$ cat src/common/pic_defs.vh
// Register map, field positions and reset values of the interrupt controller
`ifndef PIC_DEFS_VH
`define PIC_DEFS_VH
`define PIC_ADDR_W 12
`define PIC_OFF_REQ0 12'hfc0
`define PIC_OFF_ENH0 12'hfc1
`define PIC_OFF_ENL0 12'hfc2
`define PIC_OFF_REQ1 12'hfc3
`define PIC_OFF_ENH1 12'hfc4
`define PIC_OFF_ENL1 12'hfc5
`define PIC_OFF_REQ2 12'hfc6
`define PIC_OFF_ENH2 12'hfc7
`define PIC_OFF_ENL2 12'hfc8
`define PIC_OFF_EDGE 12'hfcd
`define PIC_OFF_SHARED 12'hfce
`define PIC_OFF_CTL 12'hfcf
`define PIC_OFF_VECTOR 12'hfc9
`define PIC_RST_BYTE 8'h00
`define PIC_REQ2_MASK 8'h0f
`define PIC_CTL_GIE 7
`define PIC_NSRC 24
`define PIC_IDX_W 5
`define PIC_LVL_OFF 2'h0
`endif

$ cat src/hdl/pic_prio_pick.v
// Priority picker: highest level first, lowest source index among equals
`timescale 1ns/1ps
`default_nettype none
module pic_prio_pick (
  input wire [23:0] pending,
  input wire [23:0] enHigh,
  input wire [23:0] enLow,
  output reg found,
  output reg [4:0] srcIdx,
  output reg [1:0] srcLevel
);
  integer i;
  reg [1:0] lvl;
  always @* begin
    found = 1'b0;
    srcIdx = 5'h00;
    srcLevel = 2'h0;
    lvl = 2'h0;
    for (i = 23; i >= 0; i = i - 1) begin
      lvl = {enHigh[i], enLow[i]};
      if (pending[i] && lvl != 2'h0 && lvl >= srcLevel) begin
        found = 1'b1;
        srcIdx = i[4:0];
        srcLevel = lvl;
      end
    end
  end
endmodule // pic_prio_pick
`default_nettype wire

$ cat src/hdl/pic_ctrl.v
// Prioritized interrupt controller with request, enable and control registers
// Functional notes
// - Global enable gates all forwarding
// - Enable-interrupts instruction sets global enable
// - Source request sets its pending bit
// - Enabled mode forwards pending enabled requests
// - Disabled mode never interrupts; software polls
// - Group two: port C bits 3..0
// - Enable pair: off, low, nominal, high
// - Enable bit x controls request bit x
// - Registers at fc0..fc9, fcd..fcf
`timescale 1ns/1ps
`include "pic_defs.vh"
`default_nettype none
module pic_ctrl (
  input wire mclk,
  input wire rst_n,
  input wire [11:0] regAddr,
  input wire [7:0] regWdata,
  input wire regWr,
  input wire regRd,
  output reg [7:0] regRdata,
  input wire [7:0] group0Source,
  input wire [7:0] group1Source,
  input wire [3:0] portcPinRequest,
  input wire enableInterruptsInstr,
  input wire irqAck,
  output reg irqReq,
  output reg [4:0] irqVector,
  output reg [1:0] irqLevel
);
  // ************************************************************
  // Registers
  // ************************************************************
  reg [23:0] pend_reg;
  reg [23:0] pend_next;
  reg [23:0] enh_reg;
  reg [23:0] enl_reg;
  reg [7:0] edge_reg;
  reg [7:0] shared_reg;
  reg [7:0] ctl_reg;
  reg [7:0] ctl_next;
  wire found;
  wire [4:0] pickIdx;
  wire [1:0] pickLvl;
  integer g;

  function [7:0] pic_group;
    input [23:0] v;
    input [1:0] grp;
    begin
      pic_group = v[8*grp +: 8];
    end
  endfunction

  wire [23:0] srcVec = {4'h0, portcPinRequest, group1Source, group0Source};

  // ************************************************************
  // Write decode
  // ************************************************************
  // Offset of one group's register, kept at 12 bits
  function [11:0] pic_off;
    input [11:0] base;
    input [1:0] grp;
    begin
      pic_off = base + ({10'h000, grp} << 1) + {10'h000, grp};
    end
  endfunction

  wire [2:0] hitReq;
  wire [2:0] hitEnh;
  wire [2:0] hitEnl;
  genvar gi;

  generate
    for (gi = 0; gi < 3; gi = gi + 1) begin : g_dec
      localparam [1:0] GRP = gi;
      assign hitReq[gi] = regWr && (regAddr == pic_off(`PIC_OFF_REQ0, GRP));
      assign hitEnh[gi] = regWr && (regAddr == pic_off(`PIC_OFF_ENH0, GRP));
      assign hitEnl[gi] = regWr && (regAddr == pic_off(`PIC_OFF_ENL0, GRP));
    end
  endgenerate

  pic_prio_pick picker (
    .pending(pend_reg),
    .enHigh(enh_reg),
    .enLow(enl_reg),
    .found(found),
    .srcIdx(pickIdx),
    .srcLevel(pickLvl)
  );

  // ************************************************************
  // Pending and control next state
  // ************************************************************
  always @* begin
    pend_next = pend_reg;
    ctl_next = ctl_reg;
    if (regWr) begin
      for (g = 0; g < 3; g = g + 1) begin
        if (hitReq[g])
          pend_next[8*g +: 8] = regWdata;
      end
      if (regAddr == `PIC_OFF_CTL)
        ctl_next = regWdata;
    end
    // Acknowledged request leaves pending
    if (irqAck && irqReq)
      pend_next[irqVector] = 1'b0;
    pend_next = pend_next | srcVec;
    pend_next[23:20] = 4'h0;
    if (enableInterruptsInstr)
      ctl_next[`PIC_CTL_GIE] = 1'b1;
  end

  always @(posedge mclk or negedge rst_n) begin
    if (!rst_n) begin
      pend_reg <= 24'h000000;
      enh_reg <= 24'h000000;
      enl_reg <= 24'h000000;
      edge_reg <= `PIC_RST_BYTE;
      shared_reg <= `PIC_RST_BYTE;
      ctl_reg <= `PIC_RST_BYTE;
    end else begin
      pend_reg <= pend_next;
      ctl_reg <= ctl_next;
      if (regWr) begin
        for (g = 0; g < 3; g = g + 1) begin
          if (hitEnh[g])
            enh_reg[8*g +: 8] <= regWdata;
          if (hitEnl[g])
            enl_reg[8*g +: 8] <= regWdata;
        end
        if (regAddr == `PIC_OFF_EDGE)
          edge_reg <= regWdata;
        if (regAddr == `PIC_OFF_SHARED)
          shared_reg <= regWdata;
      end
    end
  end

  // ************************************************************
  // Processor request
  // ************************************************************
  always @(posedge mclk or negedge rst_n) begin
    if (!rst_n) begin
      irqReq <= 1'b0;
      irqVector <= 5'h00;
      irqLevel <= 2'h0;
    end else begin
      irqReq <= ctl_next[`PIC_CTL_GIE] & found & ~(irqAck & irqReq);
      irqVector <= pickIdx;
      irqLevel <= pickLvl;
    end
  end

  // ************************************************************
  // Read port
  // ************************************************************
  // address decode
  always @(posedge mclk or negedge rst_n) begin
    if (!rst_n) begin
      regRdata <= 8'h00;
    end else if (regRd) begin
      case (regAddr)
        `PIC_OFF_REQ0: regRdata <= pic_group(pend_reg, 2'h0);
        `PIC_OFF_ENH0: regRdata <= pic_group(enh_reg, 2'h0);
        `PIC_OFF_ENL0: regRdata <= pic_group(enl_reg, 2'h0);
        `PIC_OFF_REQ1: regRdata <= pic_group(pend_reg, 2'h1);
        `PIC_OFF_ENH1: regRdata <= pic_group(enh_reg, 2'h1);
        `PIC_OFF_ENL1: regRdata <= pic_group(enl_reg, 2'h1);
        `PIC_OFF_REQ2: regRdata <= pic_group(pend_reg, 2'h2);
        `PIC_OFF_ENH2: regRdata <= pic_group(enh_reg, 2'h2);
        `PIC_OFF_ENL2: regRdata <= pic_group(enl_reg, 2'h2);
        `PIC_OFF_VECTOR: regRdata <= {found, pickLvl, pickIdx};
        `PIC_OFF_EDGE: regRdata <= edge_reg;
        `PIC_OFF_SHARED: regRdata <= shared_reg;
        `PIC_OFF_CTL: regRdata <= ctl_reg;
        default: regRdata <= 8'h00;
      endcase
    end else begin
      regRdata <= 8'h00;
    end
  end
endmodule // pic_ctrl
`default_nettype wire

$ cat config.mk
export PLATFORM = sky130hd
export DESIGN_NAME = pic_ctrl
export DESIGN_NICKNAME = d
export VERILOG_FILES = /design/src/hdl/pic_prio_pick.v /design/src/hdl/pic_ctrl.v
export VERILOG_INCLUDE_DIRS = /design/src /design/src/common
export SDC_FILE = /design/constraint.sdc
export NUM_CORES = 1
export LEC_CHECK = 0
export BUFFER_PORTS_ARGS = -buffer_cell sky130_fd_sc_hd__clkbuf_2
export CELL_PAD_IN_SITES_DETAIL_PLACEMENT = 0
export CELL_PAD_IN_SITES_GLOBAL_PLACEMENT = 1
export CORE_MARGIN = 3
export CORE_UTILIZATION = 51
export CTS_BUF_LIST = sky130_fd_sc_hd__clkbuf_8 sky130_fd_sc_hd__clkbuf_16
export CTS_CLUSTER_DIAMETER = 200
export DETAILED_ROUTE_END_ITERATION = 12
export GPL_TIMING_DRIVEN = 0
export PLACE_DENSITY_LB_ADDON = 0.12
export SLEW_MARGIN = 0
export SYNTH_ARGS = -nofsm -noshare
export SYNTH_HDL_FRONTEND = slang
export SYNTH_HIERARCHICAL = 1
export SYNTH_SLANG_ARGS = --single-unit
export TNS_END_PERCENT = 30
$ cat constraint.sdc
create_clock -name mclk -period 67.6 [get_ports mclk]
set_clock_uncertainty 0.05 [all_clocks]
set_input_delay 10.14 -clock mclk [delete_from_list [all_inputs] [get_ports mclk]]
set_output_delay 10.14 -clock mclk [all_outputs]
set_load 0.05 [all_outputs]
==> impl_summary.txt <==
----------------------------------------------------
[Global route]
  Global-route congestion overflow total ... 0
  Vias in the first global route ... 6,861
  First-pass GRT wire length ... 41,900 um
  Maximum number of pins on one net before global-route repair ... 68
  Antenna violations before repair ... 0
  Total track usage ... around 34%

[Yosys]
  Area of the mapped netlist ... just under 8000 um2
  Cell variety after synth ... 87
  Post-synth top area cell ... sky130_fd_sc_hd__dfrtp_1
  Predominant post-synthesis flop cell ... sky130_fd_sc_hd__dfrtp_1
  Number of synthesis warnings ... 6
  Top cell type's share of synthesized area ... 35.1%
  Post-synthesis register bit count ... 108
  Synth async-reset ratio ... 100%
  Post-Synthesis Mean Instance Area ... 9.46 um2
  Number of synthesized flops with an enable pin ... 0
  Ranking of synthesized cells by area ... sky130_fd_sc_hd__dfrtp_1 (35%), sky130_fd_sc_hd__mux2_2 (12%), sky130_fd_sc_hd__mux2i_1 (4.3%)
  Sequential element share of the synthesized area ... 35.1%
  Number of instances in the synthesized netlist ... 813

[Clock tree]
  Clock-pin slew on the worst setup and hold paths ... 70 ps
  Post-CTS Setup Repair Bufs ... 0
  CTS tree ... yes
  Post-cts gate resize count ... 0
  Clk_lat worst skew ... between 300 and 400 ps
  Cts hold-fix bufs ... 0
  Number of H-tree branching levels ... 3
  Worst-case clock buffer depth ... 2
  TritonCTS buffer count ... 9
  Clock root buffer ... sky130_fd_sc_hd__clkbuf_16
  CTS sink cnt ... 108

[Drt]
  DR iter-0 viols ... 680
  Post-route ant nets ... 0
  Total via count after detailed routing ... 7,043
  Number of vias per cell ... 6.49
  First-pass DRT Iterations ... 8
  Routed wire per std cell ... 25.6 um
  Total wire length ... 27,800 um
  Remaining design rule violation count ... 0

[Status]
  Run status ... complete, no violations

[STA]
  Relative slew slack ... 33.4%
  Highest clock frequency the design can meet ... roughly 35 MHz
  Final Cycle Share ... 41.8%
  Time the worst path needs with I/O delays and setup ... 28,250 ps
  Max Slew Vio Count ... 0
  Actual transition at the worst max-transition pin ... about 970 ps
  Count of endpoints failing setup in the final report ... 0
  RSZ-0062 raised after global routing ... false
  Total negative setup slack ... 0 ps
  Hold violation count in the final report ... 0

[Critical path]
  Cell repeated most along the worst path ... sky130_fd_sc_hd__ha_1
  Setup slack of the worst register-to-register path ... 39,350 ps
  Kind of start point of the critical path ... flip-flop
  Cell at the slowest stage of the critical path ... sky130_fd_sc_hd__a2111oi_0
  Arrival time of the worst setup path ... roughly 28,000 ps
  Kind of end point of the critical path ... flip-flop
  Largest driver fanout on the critical path ... 8
  Crit-path max cell delay ... between 800 and 900 ps
  Setup Crit Path Kind ... flip-flop to flip-flop
  Required time of the critical path ... 67,810 ps

[Power]
  Relative contribution of sequential cells to total power ... 45.6%
  Peak supply drop ... 0.0109 mV
  Pwr/cell area ... about 17 nW/um2
  Total power draw ... 0.145 mW
  Power spent charging and discharging nets ... roughly 0.04 mW
  Share of power burned in the clock network ... between 40% and 50%
  Total internal power ... 0.106 mW
  Sw Ratio ... 27.3%
  Relative contribution of combinational cells to total power ... between 10% and 20%
  Pleak ... 3.87 nW

[Min path]
  Min-delay worst type ... flip-flop to flip-flop

[Layout]
  Filler cells ... 1,342
  Multi-input combinational cell area ... 4730 um2
  Area growth from synthesis to layout ... 12.0%
  Antenna cells ... 0
  Seq. cell area ... 2700 um2
  Fraction of final layout cells with drive strength greater than 1 ... roughly 22%
  Net total in the final layout ... 968

[Placement]
  Number of buffer cells added on primary ports ... between 50 and 60
  HPWL Detailed ... 21,400 um
  Routability congestion estimate from global placement ... ~0.99

[Floorplan]
  Horizontal die dimension ... 129 um
  Core region area ... about 15,000 um2
  Initial core utilization ... a little over half
  Overall die area ... 16,600 um2
  Number of primary I/O pins ... 62
  Vertical die dimension ... roughly 130 um
  Standard-cell row count ... 44

[Flow run]
  Maximum Capacitance Violations ... 0

----------------------------------------------------
-- cell usage in the layout (no fill, tap or decap), types with 6 or more instances in the layout --
cell                          n
sky130_fd_sc_hd__clkbuf_1    23
sky130_fd_sc_hd__a31oi_1     10
sky130_fd_sc_hd__a32oi_1      6
sky130_fd_sc_hd__o21ai_0     29
sky130_fd_sc_hd__o21ai_1      6
sky130_fd_sc_hd__inv_1       42
sky130_fd_sc_hd__nor2b_1     10
sky130_fd_sc_hd__o21bai_1    24
sky130_fd_sc_hd__and3_1      13
sky130_fd_sc_hd__nor3_1      10
sky130_fd_sc_hd__a21oi_1     26
sky130_fd_sc_hd__nand4_1     10
sky130_fd_sc_hd__nor2_1      62
sky130_fd_sc_hd__mux2_2      80
sky130_fd_sc_hd__clkbuf_2    56
sky130_fd_sc_hd__mux2i_1     33
sky130_fd_sc_hd__nand3_1     29
sky130_fd_sc_hd__o31ai_1      6
sky130_fd_sc_hd__clkbuf_16    9
sky130_fd_sc_hd__nand2_1     73
sky130_fd_sc_hd__and2_1      12
sky130_fd_sc_hd__ha_1        25
sky130_fd_sc_hd__nand2b_1    22
sky130_fd_sc_hd__a21o_1       6
sky130_fd_sc_hd__o22ai_1      6
sky130_fd_sc_hd__conb_1      16
sky130_fd_sc_hd__dfrtp_1    108
-- Yosys cell counts (all sizes together), types with 3 or more instances --
cell	count
o31ai	8
a211o	3
o21bai	24
a31oi	11
o211ai	5
and3	14
o32ai	3
a222oi	5
o21ai	35
a211oi	6
o2111ai	3
mux2i	33
clkbuf	23
or2	4
a22o	4
mux4	3
nand3	29
and2	12
a21oi	27
or3	5
and4	4
nand2b	23
a41oi	3
ha	25
mux2	80
nor3b	4
a221oi	4
nor2b	10
dfrtp	108
nor4	8
nor2	62
nor3	17
a22oi	6
a32oi	6
inv	41
a21o	6
a21boi	3
o22ai	6
or3b	3
nand4	10
buf	12
nand3b	5
a31o	3
o21a	5
nand2	74
-- final timing paths --
path                                              start                 endpoint  depth (start not counted)
worst max-delay path             pend_reg[19]$_DFF_PN0_    regRdata[0]$_DFF_PN0_                        135
max in group asynchronous                         rst_n  enl_reg[19]$_DFFE_PN0P_                          2
worst min-delay path            edge_reg[7]$_DFFE_PN0P_  edge_reg[7]$_DFFE_PN0P_                          1
min in group asynchronous                         rst_n    pend_reg[3]$_DFF_PN0_                          1
worst min register to register  edge_reg[7]$_DFFE_PN0P_  edge_reg[7]$_DFFE_PN0P_                          1
worst max register to register   pend_reg[19]$_DFF_PN0_    regRdata[0]$_DFF_PN0_                        135
-- area by class of cell --
| type | instances | area share [%] |
|---|---|---|
| plain buffers | 35 | 1.77 |
| clock buffers | 10 | 2.78 |
| clock inverters | 6 | 1.02 |
| inverters | 42 | 1.83 |
| multi-input cells | 643 | 55.0 |
| flip-flops and latches | 108 | 31.4 |
| well taps | 184 | 2.67 |
| repair buffers | 58 | 3.57 |
-- kinds of logic (layout without fill, tap and decap cells) --
family | Yosys count | count (layout) | share of synthesized area [%]
flip-flops | 108 | 108 | 35.1
adder cells (fa/ha/maj) | 26 | 26 | 4.20
AO/OA/AOI/OAI | 194 | 194 | 18.7
multiplexers | 116 | 116 | 16.9
AND/OR/NAND/NOR | 291 | 291 | 21.0
buffers and inverters | 77 | 151 | 4.04
other | 1 | 16 | 0.0488
-- metal layers --
metal / part of all wire, % / up-vias / GRT usage [%]
li1: - / 3175 / -
met1: 41 / 3481 / 46.4
met2: 46 / 315 / 53.0
met3: 8.1 / 72 / 6.23
met4: 4.8 / 0 / 16.7
met5: 0 / - / 0
-- worst max-delay path, delay by kind of cell (launching register included) --
kind	cells	cell delay, ps
fa+ha+maj	19	4930
compound gates	50	11530
simple gates	60	10080
mux	3	690
buf+inv	3	300
flops	1	490
-- power groups by stage --
stage / logic [mW] / registers [mW] / clock network (mW)
4_1_cts: 0.0204 / 0.0662 / 0.0584
3_5_place_dp: 0.0203 / 0.0675 / 0
5_1_grt: 0.0225 / 0.0664 / 0.0610
3_3_place_gp: 0.0198 / 0.0674 / 0
2_1_floorplan: 0.0105 / 0.0690 / 0
6_report: 0.0208 / 0.0662 / 0.0581
-- stage by stage --
stage | std cells | hold WS, ps | utilization (%) | instance area, um2 | setup slack (ps)
2_1_floorplan | 828 | 424 | - | 7750 | 44310
3_3_place_gp | 1069 | 432 | 56.4 | 8260 | 40730
3_5_place_dp | 1070 | 438 | 56.6 | 8280 | 40030
4_1_cts | 1086 | 455 | 58.8 | 8610 | 39910
5_1_grt | 1086 | 484 | 58.8 | 8610 | 37420
6_report | 1086 | 457 | 58.8 | 8610 | 39350
(Power assumes the default switching activity.)
